<file path="src/dpll_mode_ref_select_pkg.sv">
// constants and types for the loop mode and reference select block
// How it works
// RQ1 - mode bits 1:0: 00 freerun, 01 holdover, 10 forced reference, 11 automatic
// RQ2 - automatic mode picks its reference from availability and programmed priority
// RQ3 - automatic mode enters holdover only when no reference is available
// RQ4 - forced reference mode locks to the reference named by bits 7:6
// RQ5 - forced reference failing gives holdover, never a switch to another one
// RQ6 - forced holdover ignores all references, keeping the last selected one
// RQ7 - freerun derives every output clock from the crystal oscillator only
// RQ8 - bit 5 set uses measured feedback phase for delay compensation, else ignored
// RQ9 - one shared feedback phase is used whichever loop made it
// RQ10 - automatic mode: bits 7:6 read back the selected reference, 00 is reference zero
// RQ11 - forced mode: bits 7:6 select reference zero to three by codes 00 to 11
// RQ12 - freerun and forced holdover ignore the reference select field
// RQ13 - holdover enable bit low stops that failure type forcing holdover
// RQ14 - software never writes holdover enable bits 3:1 as 100
// RQ15 - switch enable bit low stops that failure type causing a reference switch
// RQ16 - lower priority wins, revertive across levels, equal levels stay, 111 disables
// RQ17 - automatic mode ignores select writes; reads give the reference in use
package dpll_mode_ref_select_pkg;

    // ----------------------------------------
    // register indices and byte addresses
    // ----------------------------------------
    localparam logic [7:0] IDX_MODE_REFSEL = 8'h33;
    localparam logic [7:0] IDX_FAIL_MASK = 8'h34;
    localparam logic [9:0] ADDR_MODE_REFSEL = {IDX_MODE_REFSEL, 2'b00};
    localparam logic [9:0] ADDR_FAIL_MASK = {IDX_FAIL_MASK, 2'b00};

    // ----------------------------------------
    // field positions and reset values
    // ----------------------------------------
    localparam int MODE_LSB = 0;
    localparam int RSV_LSB = 2;
    localparam int FB_EN_BIT = 5;
    localparam int SEL_LSB = 6;
    localparam int HOLD_LSB = 0;
    localparam int SWITCH_LSB = 4;
    localparam logic [7:0] RST_MODE_REFSEL = 8'h0f;
    localparam logic [7:0] RST_FAIL_MASK = 8'h87;
    localparam logic [2:0] PRIO_DISABLED = 3'h7;
    localparam int NUM_REFS = 4;

    // fault vector order inside each reference
    localparam int FLT_ABSENT = 0;
    localparam int FLT_SINGLE = 1;
    localparam int FLT_COARSE = 2;
    localparam int FLT_GUARD = 3;

    typedef enum logic [1:0] {
        MODE_FREERUN = 2'h0,
        MODE_HOLDOVER = 2'h1,
        MODE_FORCED = 2'h2,
        MODE_AUTO = 2'h3
    } loop_mode_t;

    typedef enum logic [2:0] {
        ST_FREERUN = 3'b001,
        ST_HOLDOVER = 3'b010,
        ST_LOCKED = 3'b100
    } loop_state_t;

endpackage : dpll_mode_ref_select_pkg

</file>
<file path="src/ref_fault_qualify.sv">
// fault synchroniser and mask qualification for one reference input
`timescale 1ns/1ps
module ref_fault_qualify
    import dpll_mode_ref_select_pkg::*;
(
    input wire logic clk_sys_i,
    input wire logic rst_n_i,
    input wire logic [3:0] faults_i,
    input wire logic [3:0] hold_en_i,
    input wire logic [3:0] switch_en_i,
    output logic [3:0] faults_o,
    output logic hold_fail_o,
    output logic switch_fail_o
);

    logic [3:0] meta_q;
    logic [3:0] sync_q;

    // two stage synchroniser, first stage feeds only the second
    always_ff @(posedge clk_sys_i) begin
        if (!rst_n_i) begin
            meta_q <= 4'h0;
            sync_q <= 4'h0;
        end else begin
            meta_q <= faults_i;
            sync_q <= meta_q;
        end
    end

    assign faults_o = sync_q;
    // RQ13 holdover enable gating
    assign hold_fail_o = |(sync_q & hold_en_i);
    // RQ15 switch enable gating
    assign switch_fail_o = |(sync_q & switch_en_i);

endmodule : ref_fault_qualify

</file>
<file path="src/ref_best_pick.sv">
// picks the best available reference by priority number
`timescale 1ns/1ps
module ref_best_pick
    import dpll_mode_ref_select_pkg::*;
(
    input wire logic [3:0] avail_i,
    input wire logic [11:0] prio_i,
    output logic any_o,
    output logic [1:0] best_idx_o,
    output logic [2:0] best_prio_o
);

    // RQ16 lowest number wins, ties go to lowest index
    always_comb begin
        any_o = 1'b0;
        best_idx_o = 2'h0;
        best_prio_o = PRIO_DISABLED;
        for (int i = 0; i < NUM_REFS; i++) begin
            if (avail_i[i] && (!any_o || prio_i[3*i +: 3] < best_prio_o)) begin
                any_o = 1'b1;
                best_idx_o = 2'(i);
                best_prio_o = prio_i[3*i +: 3];
            end
        end
    end

endmodule : ref_best_pick

</file>
<file path="src/dpll_mode_ref_select.sv">
// loop mode, reference selection and failure mask control with apb registers
`timescale 1ns/1ps
module dpll_mode_ref_select
    import dpll_mode_ref_select_pkg::*;
#(
    parameter int PHASE_W = 16
) (
    input wire logic clk_sys_i,
    input wire logic rst_n_i,
    input wire logic psel_i,
    input wire logic penable_i,
    input wire logic pwrite_i,
    input wire logic [9:0] paddr_i,
    input wire logic [31:0] pwdata_i,
    input wire logic [3:0] pstrb_i,
    output logic [31:0] prdata_o,
    output logic pready_o,
    output logic pslverr_o,
    input wire logic [3:0] signal_absent_fault_i,
    input wire logic [3:0] single_cycle_fault_i,
    input wire logic [3:0] coarse_frequency_fault_i,
    input wire logic [3:0] guard_timer_fault_i,
    input wire logic [11:0] ref_priority_i,
    input wire logic [PHASE_W-1:0] ext_fb_phase_i,
    output logic freerun_o,
    output logic holdover_o,
    output logic ref_locked_o,
    output logic [1:0] active_ref_o,
    output logic [3:0] ref_available_o,
    output logic ext_fb_used_o,
    output logic [PHASE_W-1:0] fb_phase_comp_o
);

    // ----------------------------------------
    // register state
    // ----------------------------------------
    loop_mode_t loop_operating_mode_q;
    logic external_feedback_enable_q;
    logic [1:0] forced_sel_q;
    logic [3:0] holdover_failure_enables_q;
    logic [3:0] switch_failure_enables_q;
    logic [31:0] prdata_q;
    logic pslverr_q;

    // ----------------------------------------
    // loop state
    // ----------------------------------------
    loop_state_t state_q;
    loop_state_t state_d;
    logic [1:0] cur_ref_q;
    logic [1:0] cur_ref_d;
    logic [3:0] avail_q;
    logic [PHASE_W-1:0] fb_phase_q;

    // ----------------------------------------
    // apb decode
    // ----------------------------------------
    logic apb_setup;
    logic apb_access;
    logic hit_mode;
    logic hit_mask;
    logic wr_mode;
    logic wr_mask;
    logic [7:0] mode_rd;
    logic [7:0] mask_rd;
    logic [31:0] rd_d;
    logic [1:0] wr_mode_field;

    // zero wait state slave, data captured in setup phase
    assign apb_setup = psel_i & ~penable_i;
    assign apb_access = psel_i & penable_i;
    assign hit_mode = (paddr_i == ADDR_MODE_REFSEL);
    assign hit_mask = (paddr_i == ADDR_FAIL_MASK);
    assign wr_mode = apb_access & pwrite_i & pstrb_i[0] & hit_mode;
    assign wr_mask = apb_access & pwrite_i & pstrb_i[0] & hit_mask;
    assign wr_mode_field = pwdata_i[MODE_LSB +: 2];
    assign pready_o = 1'b1;
    assign prdata_o = prdata_q;
    assign pslverr_o = pslverr_q & apb_access;

    // ----------------------------------------
    // read data assembly
    // ----------------------------------------
    logic [1:0] sel_rd;

    // RQ10 status view in automatic mode
    // RQ17 read back the reference in use
    assign sel_rd = (loop_operating_mode_q == MODE_AUTO) ? cur_ref_q : forced_sel_q;
    assign mode_rd = {sel_rd, external_feedback_enable_q,
                      RST_MODE_REFSEL[RSV_LSB +: 3], loop_operating_mode_q};
    assign mask_rd = {switch_failure_enables_q, holdover_failure_enables_q};
    assign rd_d = hit_mode ? {24'h0, mode_rd} :
                  hit_mask ? {24'h0, mask_rd} : 32'h0;

    // read data and error captured at setup
    always_ff @(posedge clk_sys_i) begin
        if (!rst_n_i) begin
            prdata_q <= 32'h0;
            pslverr_q <= 1'b0;
        end else if (apb_setup) begin
            prdata_q <= pwrite_i ? 32'h0 : rd_d;
            pslverr_q <= ~(hit_mode | hit_mask);
        end
    end

    // ----------------------------------------
    // configuration registers
    // ----------------------------------------
    logic sel_wr_ok;

    // RQ17 select writes ignored while automatic stays
    assign sel_wr_ok = (loop_operating_mode_q != MODE_AUTO) || (wr_mode_field != MODE_AUTO);

    // mode register write
    always_ff @(posedge clk_sys_i) begin
        if (!rst_n_i) begin
            loop_operating_mode_q <= loop_mode_t'(RST_MODE_REFSEL[MODE_LSB +: 2]);
            external_feedback_enable_q <= RST_MODE_REFSEL[FB_EN_BIT];
            forced_sel_q <= RST_MODE_REFSEL[SEL_LSB +: 2];
        end else if (wr_mode) begin
            loop_operating_mode_q <= loop_mode_t'(wr_mode_field);
            external_feedback_enable_q <= pwdata_i[FB_EN_BIT];
            // RQ11 forced select control field
            if (sel_wr_ok) begin
                forced_sel_q <= pwdata_i[SEL_LSB +: 2];
            end
        end
    end

    // failure mask register write
    always_ff @(posedge clk_sys_i) begin
        if (!rst_n_i) begin
            holdover_failure_enables_q <= RST_FAIL_MASK[HOLD_LSB +: 4];
            switch_failure_enables_q <= RST_FAIL_MASK[SWITCH_LSB +: 4];
        end else if (wr_mask) begin
            // RQ14 software keeps 3:1 away from 100
            holdover_failure_enables_q <= pwdata_i[HOLD_LSB +: 4];
            switch_failure_enables_q <= pwdata_i[SWITCH_LSB +: 4];
        end
    end

    // ----------------------------------------
    // per reference fault qualification
    // ----------------------------------------
    logic [3:0] hold_fail;
    logic [3:0] switch_fail;
    logic [3:0] ref_off;
    logic [3:0] avail;

    for (genvar r = 0; r < NUM_REFS; r++) begin : g_ref
        logic [3:0] flt;
        assign flt[FLT_ABSENT] = signal_absent_fault_i[r];
        assign flt[FLT_SINGLE] = single_cycle_fault_i[r];
        assign flt[FLT_COARSE] = coarse_frequency_fault_i[r];
        assign flt[FLT_GUARD] = guard_timer_fault_i[r];
        ref_fault_qualify u_qual (
            .clk_sys_i(clk_sys_i),
            .rst_n_i(rst_n_i),
            .faults_i(flt),
            .hold_en_i(holdover_failure_enables_q),
            .switch_en_i(switch_failure_enables_q),
            .faults_o(),
            .hold_fail_o(hold_fail[r]),
            .switch_fail_o(switch_fail[r])
        );
        // RQ16 code 111 disables the reference
        assign ref_off[r] = (ref_priority_i[3*r +: 3] == PRIO_DISABLED);
        // RQ2 availability from faults and priority
        assign avail[r] = ~hold_fail[r] & ~switch_fail[r] & ~ref_off[r];
    end

    // ----------------------------------------
    // best reference
    // ----------------------------------------
    logic any_avail;
    logic [1:0] best_idx;
    logic [2:0] best_prio;
    logic [2:0] cur_prio;
    logic cur_leave;
    logic cur_revert;

    ref_best_pick u_pick (
        .avail_i(avail),
        .prio_i(ref_priority_i),
        .any_o(any_avail),
        .best_idx_o(best_idx),
        .best_prio_o(best_prio)
    );

    // RQ15 leave current on an enabled switch failure or on priority 111
    assign cur_prio = ref_priority_i[3*cur_ref_q +: 3];
    assign cur_leave = switch_fail[cur_ref_q] | ref_off[cur_ref_q];
    // RQ16 revert only to a strictly better priority
    assign cur_revert = avail[cur_ref_q] & (best_prio < cur_prio);

    // ----------------------------------------
    // mode and selection next state
    // ----------------------------------------
    // RQ1 mode decode
    always_comb begin
        state_d = state_q;
        cur_ref_d = cur_ref_q;
        unique case (loop_operating_mode_q)
            MODE_FREERUN: begin
                // RQ7 crystal only, RQ12 select ignored
                state_d = ST_FREERUN;
            end
            MODE_HOLDOVER: begin
                // RQ6 hold last reference history
                state_d = ST_HOLDOVER;
            end
            MODE_FORCED: begin
                // RQ4 lock the programmed reference
                cur_ref_d = forced_sel_q;
                // RQ5 failure means holdover, no switch
                state_d = hold_fail[forced_sel_q] ? ST_HOLDOVER : ST_LOCKED;
            end
            MODE_AUTO: begin
                // RQ3 holdover only with nothing available
                if (!any_avail) begin
                    state_d = ST_HOLDOVER;
                end else if (state_q != ST_LOCKED || cur_leave || cur_revert) begin
                    // RQ2 take the best available reference
                    state_d = ST_LOCKED;
                    cur_ref_d = best_idx;
                end else begin
                    state_d = ST_LOCKED;
                end
            end
        endcase
    end

    // loop state registers
    always_ff @(posedge clk_sys_i) begin
        if (!rst_n_i) begin
            state_q <= ST_FREERUN;
            cur_ref_q <= 2'h0;
            avail_q <= 4'h0;
        end else begin
            state_q <= state_d;
            cur_ref_q <= cur_ref_d;
            avail_q <= avail;
        end
    end

    // ----------------------------------------
    // external feedback compensation
    // ----------------------------------------
    // RQ8 feedback phase used only when enabled
    // RQ9 single shared phase whatever its source
    always_ff @(posedge clk_sys_i) begin
        if (!rst_n_i) begin
            fb_phase_q <= '0;
        end else begin
            fb_phase_q <= external_feedback_enable_q ? ext_fb_phase_i : '0;
        end
    end

    // ----------------------------------------
    // outputs
    // ----------------------------------------
    assign freerun_o = (state_q == ST_FREERUN);
    assign holdover_o = (state_q == ST_HOLDOVER);
    assign ref_locked_o = (state_q == ST_LOCKED);
    assign active_ref_o = cur_ref_q;
    assign ref_available_o = avail_q;
    assign ext_fb_used_o = external_feedback_enable_q;
    assign fb_phase_comp_o = fb_phase_q;

    logic fsel_fail;
    assign fsel_fail = hold_fail[forced_sel_q];
endmodule : dpll_mode_ref_select

</file>
<file path="config.mk">
export PLATFORM = sky130hd
export DESIGN_NAME = dpll_mode_ref_select
export DESIGN_NICKNAME = d
export VERILOG_FILES = /design/src/dpll_mode_ref_select_pkg.sv /design/src/ref_fault_qualify.sv /design/src/ref_best_pick.sv /design/src/dpll_mode_ref_select.sv
export SDC_FILE = /design/constraint.sdc
export NUM_CORES = 1
export LEC_CHECK = 0
export BUFFER_PORTS_ARGS = -buffer_cell sky130_fd_sc_hd__buf_2
export CAP_MARGIN = 20
export CELL_PAD_IN_SITES_DETAIL_PLACEMENT = 0
export CELL_PAD_IN_SITES_GLOBAL_PLACEMENT = 1
export CORE_MARGIN = 4
export CORE_UTILIZATION = 35
export CTS_CLUSTER_DIAMETER = 80
export DETAILED_ROUTE_END_ITERATION = 10
export GPL_TIMING_DRIVEN = 0
export MAX_ROUTING_LAYER = met4
export PLACE_DENSITY = 0.77
export SLEW_MARGIN = 30
export SYNTH_ARGS = -nofsm -noshare
export SYNTH_HDL_FRONTEND = slang
export SYNTH_SLANG_ARGS = --single-unit
</file>
<file path="constraint.sdc">
create_clock -name clk_sys_i -period 7.67 [get_ports clk_sys_i]
set_clock_uncertainty 0.15 [all_clocks]
set_input_delay 1.534 -clock clk_sys_i [delete_from_list [all_inputs] [get_ports clk_sys_i]]
set_output_delay 1.534 -clock clk_sys_i [all_outputs]
set_load 0.01 [all_outputs]
</file>
Word level (Yosys, flattened, before mapping):

Cells that the tools add are included.
W data, S select, Z words.

* flip-flop bits (word level): 103
* input bits: 95
* output and inout port bits: 60
* word-level logic and storage cells: 138

* multiply operators: 1
* order comparisons: 6
* equal/unequal tests: 17
* shift-type cells: 1
* muxes and demuxes: 29
* bitwise operators: 40
* reductions and logical operators: 25

Operators by type and width (count)
* $and A4 B4 Y4: 8
* $reduce_or A4 Y1: 8
* $mux W8: 3
* $eq A10 B8 Y1 const B: 2
* $mux W3: 6
* $and A1 B1 Y1: 16
* $eq A3 B3 Y1 const B: 5
* $not A1 Y1: 14
* $lt A3 B3 Y1: 4
* $pmux W3 S4: 1
* $shiftx A12 B5 Y3: 1
* $mux W2: 5
* $mux W1: 9
* $bmux W1 S2: 4
* $logic_or A1 B1 Y1: 6
* $lt A2 B3 Y1 const B: 2
* $ne A2 B2 Y1 const B: 3
* $eq A2 B2 Y1 const B: 2
* $mul A2 B2 Y4 const A: 1
* $pmux W2 S2: 1
* $reduce_and A2 Y1: 2
* $eq A3 B1 Y1 const B: 1
* $eq A3 B2 Y1 const B: 1
* $logic_and A1 B1 Y1: 3
* 8 further kinds: 11

Logic depth before layout (Yosys ltp):

* depth in word-level cells: 24
* gate-level depth with buffers: 32
* mapped depth without buffers: 32

Cells and area by module:

Synthesis repeated with hierarchy kept, for this count alone.

* cell total of the unflattened synthesis: 384
* area, all modules: 3718.6 um2

Modules (own cells, without submodules)
* dpll_mode_ref_select: instances 1, cells each 245, area an instance 2309.7 um2, seq. area each 940.9 um2
* ref_fault_qualify: instances 4, cells each 22, area an instance 247.7 um2, seq. area each 160.2 um2
* ref_best_pick: instances 1, cells each 51, area an instance 417.9 um2, seq. area each 0.0 um2

Worst setup path after synthesis:

Ideal clock, no wire load.

* path type: input to register
* start point: in ref_priority_i[1]
* end point: reg cur_ref_q[0] (netlist: active_ref_o[0])
* setup time: 0.129 ns
* arrival: 6.542 ns
* required time: 7.391 ns
* slack: 0.848 ns
* stages: 26
* buffers on the path: 0
* path through: nor2_1 ha_1 a21o_1 a21oi_1 o311ai_1 mux2i_1 inv_1 ha_1 a21o_1 nor2_1 o32a_1 and2_1 a21oi_1 mux2i_1 ha_1 a21oi_1 nand2_1 o31ai_2 o21ai_1 ha_1 a21oi_1 nor2b_1 a221o_1 a2111oi_1 o22ai_1 mux2i_1

* longest elaborated chain between the ends: 21
* elaborated cells between the ends (all ways): 42
* classes of those cells: order compare: 4; eq/ne: 3; shift: 1; mux: 18; bitwise: 4; reduce/logical: 12

Ends and longest elaborated chain
* from (decl): RTL line dpll_mode_ref_select.sv:23 `input wire logic [11:0] ref_priority_i,`
* $eq A3 B3 Y1: RTL line dpll_mode_ref_select.sv:167 `assign ref_off[r] = (ref_priority_i[3*r +: 3] == PRIO_DISABLED);`
* $not A1 Y1: RTL line dpll_mode_ref_select.sv:169 `assign avail[r] = ~hold_fail[r] & ~switch_fail[r] & ~ref_off[r];`
* $and A1 B1 Y1: RTL line dpll_mode_ref_select.sv:169
* $mux W3 / $mux W1 (equally long branches): RTL line ref_best_pick.sv:19 `if (avail_i[i] && (!any_o || prio_i[3*i +: 3] < best_prio_o)) begin`
* $lt A3 B3 Y1 / $logic_not A1 Y1 (equally long branches): RTL line ref_best_pick.sv:19
* $logic_or A1 B1 Y1: RTL line ref_best_pick.sv:19
* $logic_and A1 B1 Y1: RTL line ref_best_pick.sv:19
* $mux W3 / $mux W1 (equally long branches): RTL line ref_best_pick.sv:19
* [... 5 more ...]
* $logic_or A1 B1 Y1: RTL line ref_best_pick.sv:19
* $logic_and A1 B1 Y1: RTL line ref_best_pick.sv:19
* $mux W3: RTL line ref_best_pick.sv:19
* $lt A3 B3 Y1: RTL line dpll_mode_ref_select.sv:194 `assign cur_revert = avail[cur_ref_q] & (best_prio < cur_prio);`
* $and A1 B1 Y1: RTL line dpll_mode_ref_select.sv:194
* $logic_or A1 B1 Y1: RTL line dpll_mode_ref_select.sv:222 `end else if (state_q != ST_LOCKED || cur_leave || cur_revert) begin`
* $ne A2 B1 Y1 (no source line)
* $reduce_and A3 Y1 (no source line)
* to (signal assigned): RTL line dpll_mode_ref_select.sv:241 `cur_ref_q <= cur_ref_d;`
* to (decl): RTL line dpll_mode_ref_select.sv:50 `logic [1:0] cur_ref_q;`

Several ways; a longest one is shown, not always the timed one. The select of a mux whose other input is x is not followed.
A chain may end at the register's enable or synchronous reset.

Worst setup path after layout:

Same ends and word-level chain as after synthesis.

==> impl_metrics.ini <==
[timing]
finalMaxSlewViolations = 0
fin_setup_tns_ns = 0
fin_hold_ws_ns = 0.272
relSlewSlack = 0.506
worst_slew_pin_slew_ns = 0.740
fin_ws_ns = 0.595
rsz0062_at_grt = false
min_period_ns = 7.08
setup-violations-final = 0
post-route-period-util = 0.922
hold_viol_final = 0
clock.fmax_ghz = 0.141

[yosys]
synth.most_common_cell = dfxtp_1
synth_top_area_frac = 0.432
synth_top_family_by_area = simple AND/OR/NAND/NOR gates
avgSynthCellArea_sq_um = 9.16
synth_largest_area_cell = dfxtp_1
synth_edf_count = 0
ys_top_cells_by_count = dfxtp_1 (79), and2_1 (37), nand2_1 (31), nand3_1 (26), buf_4 (25)
synthArstFlopShare = 0
synth_xor_area_frac = 0
synth.area.top_cells = dfxtp_1 (43%), and2_1 (6.3%), buf_4 (5.1%)
synthCells = 400
ys_warn_count = 0
synthSimpleGateAreaFrac = 0.246
ys_types = 50
synth_mux_area_frac = 0.0526
synthAdderAreaFrac = 0.0273
synth_seq_cells = 79
synth-seq-area-share = 0.432
synth_area_sq_mm = 0.00366
synth_top_flop_cell = dfxtp_1
synth_compound_area_frac = 0.163

[worst_setup_path]
worst_setup_path_start_kind = input port
path_common_cell = ha_1
cp_slowest_cell = o311ai_2
path_class = input port to register
reg2reg_slack_ns = 0.92
end_kind = register
worstPathRequired_ns = 7.74
cp_max_fo = 6
cp_num_buf_inv = 2
crit_arrival_ns = 7.14
critical_path.top_delay_family = compound AO/OA/AOI/OAI gates
slowest_delay_ns = 0.38

[drt]
drt_iter0_drc = 151
drc = 0
viasPerCell = 4.73
drt-total-wl_microns = 9440
firstDrtPassIters = 5
wl_per_cell_microns = 13.9
ant_nets = 0
route.vias.total = 3202

[power_and_ir_drop]
p_leak_uw = 0.00225
fin_total_pwr_uw = 975
vdd.ir_drop.worst_uv = 103
powerDensity_mw_per_mm2 = 209

[clock_network]
clock_path_buffers = 2
cts_made_buffers = 9
clkTransAtPathRegs_ns = 0.10
htreeDepth = 3
clockRootBuffer = clkbuf_8
post-cts-setup-buffers = 0
cts_tree = yes
post_cts_resize_count = 0
holdBufCountCts = 0
cts_sinks = 79
clk_latency_ns = 0.35

[placement]
gp_congestion = 0.817
dp_slack_ns = -0.0558
io_buffers = 102
dp_hpwl_microns = 7510

[final_layout]
post-route-util = 0.454
syn_to_final_growth_pct = 27.4
diodes = 0
drive_gt1_frac = 0.303
nNetsFinal = 639

[floorplanning]
rows = 37
dieHeight_microns = 110
dieArea_sq_mm = 0.0122
core_sq_mm = 0.0103
die_x_microns = 110
initial_utilization = 0.356
ios = 155

[hold_path]
hp-class = register to register

[run]
cap_violations = 0

[global_route]
grt_pass1_vias = 3060
grt_pass1_wl_microns = 14800
grt_remaining_overflow = 0
antenna_found_initial = 0
track_usage = 0.161
grt_max_degree = 16

[status]
status = finished, final reports clean
state kept, by name, indices dropped and copies added (netlist names):
name and cells:
switch_failure_enables_q 4, loop_operating_mode_q 2, holdover_failure_enables_q 4, pslverr_q 1
forced_sel_q 2, state_q 3, ext_fb_used_o 1, prdata_o 8
g_ref.u_qual.meta_q 16, fb_phase_comp_o 16, active_ref_o 2, ref_available_o 4
g_ref.u_qual.faults_o 16
placed cells by master, fill, tap and decap left out, types with 4 or more instances in the layout:
master,count
clkbuf_1,13
inv_1,10
buf_2,104
a22oi_2,4
a22o_1,7
dfxtp_1,79
o21ai_0,5
clkbuf_8,10
and2_1,37
nand2_1,31
ha_1,8
buf_4,25
nor2_1,23
conb_1,25
nor3_1,12
a22oi_1,14
mux2i_1,8
a21oi_1,16
nand2b_1,4
and3_1,19
mux4_2,4
a21o_1,4
nand3_1,26
area by class of cell:
cell class                 count  area, sq um
fill                        1059         5610
multi-input combinational    294         1900
sequential                    79         1580
timing repair buffer         102          510
buffer                        40          246
tap                          136          170
clock buffer                  10          138
clock inverter                 6         77.6
inverter                      10         37.5
metal layers:
metal | GRT usage | vias to the layer above | wire length, microns
li1 | - | 1656 | -
met1 | 0.201 | 1455 | 4280
met2 | 0.272 | 84 | 4610
met3 | 0.0268 | 7 | 475
met4 | 0.0396 | 0 | 67
met5 | - | - | 0
path summary, 6_finish.rpt:
path                                                     from                     endpoint  cells after the start
worst max register to register  holdover_failure_enables_q[0]              active_ref_o[0]                     29
worst min-delay path                g_ref[2].u_qual.meta_q[3]  g_ref[2].u_qual.faults_o[3]                      1
worst min register to register      g_ref[2].u_qual.meta_q[3]  g_ref[2].u_qual.faults_o[3]                      1
worst max-delay path                        ref_priority_i[1]              active_ref_o[0]                     27
cell families after synthesis:
group,after synthesis
adder cells (fa/ha/maj),8
multiplexers,14
buffers and inverters,50
other,2
flip-flops,79
AND/OR/NAND/NOR,168
AO/OA/AOI/OAI,79
metrics by stage:
step	std cells	instance area, sq um
finish	677	4670
detailed placement	661	4430
CTS	677	4650
floorplan	423	3750
global placement	661	4430
global route	677	4670
power by group:
part	total, uW	switching [uW]	internal [uW]
logic	214	114	99.9
registers	429	5.56	424
clock network	332	166	165
Note: power is estimated with default switching activity, not from simulation.
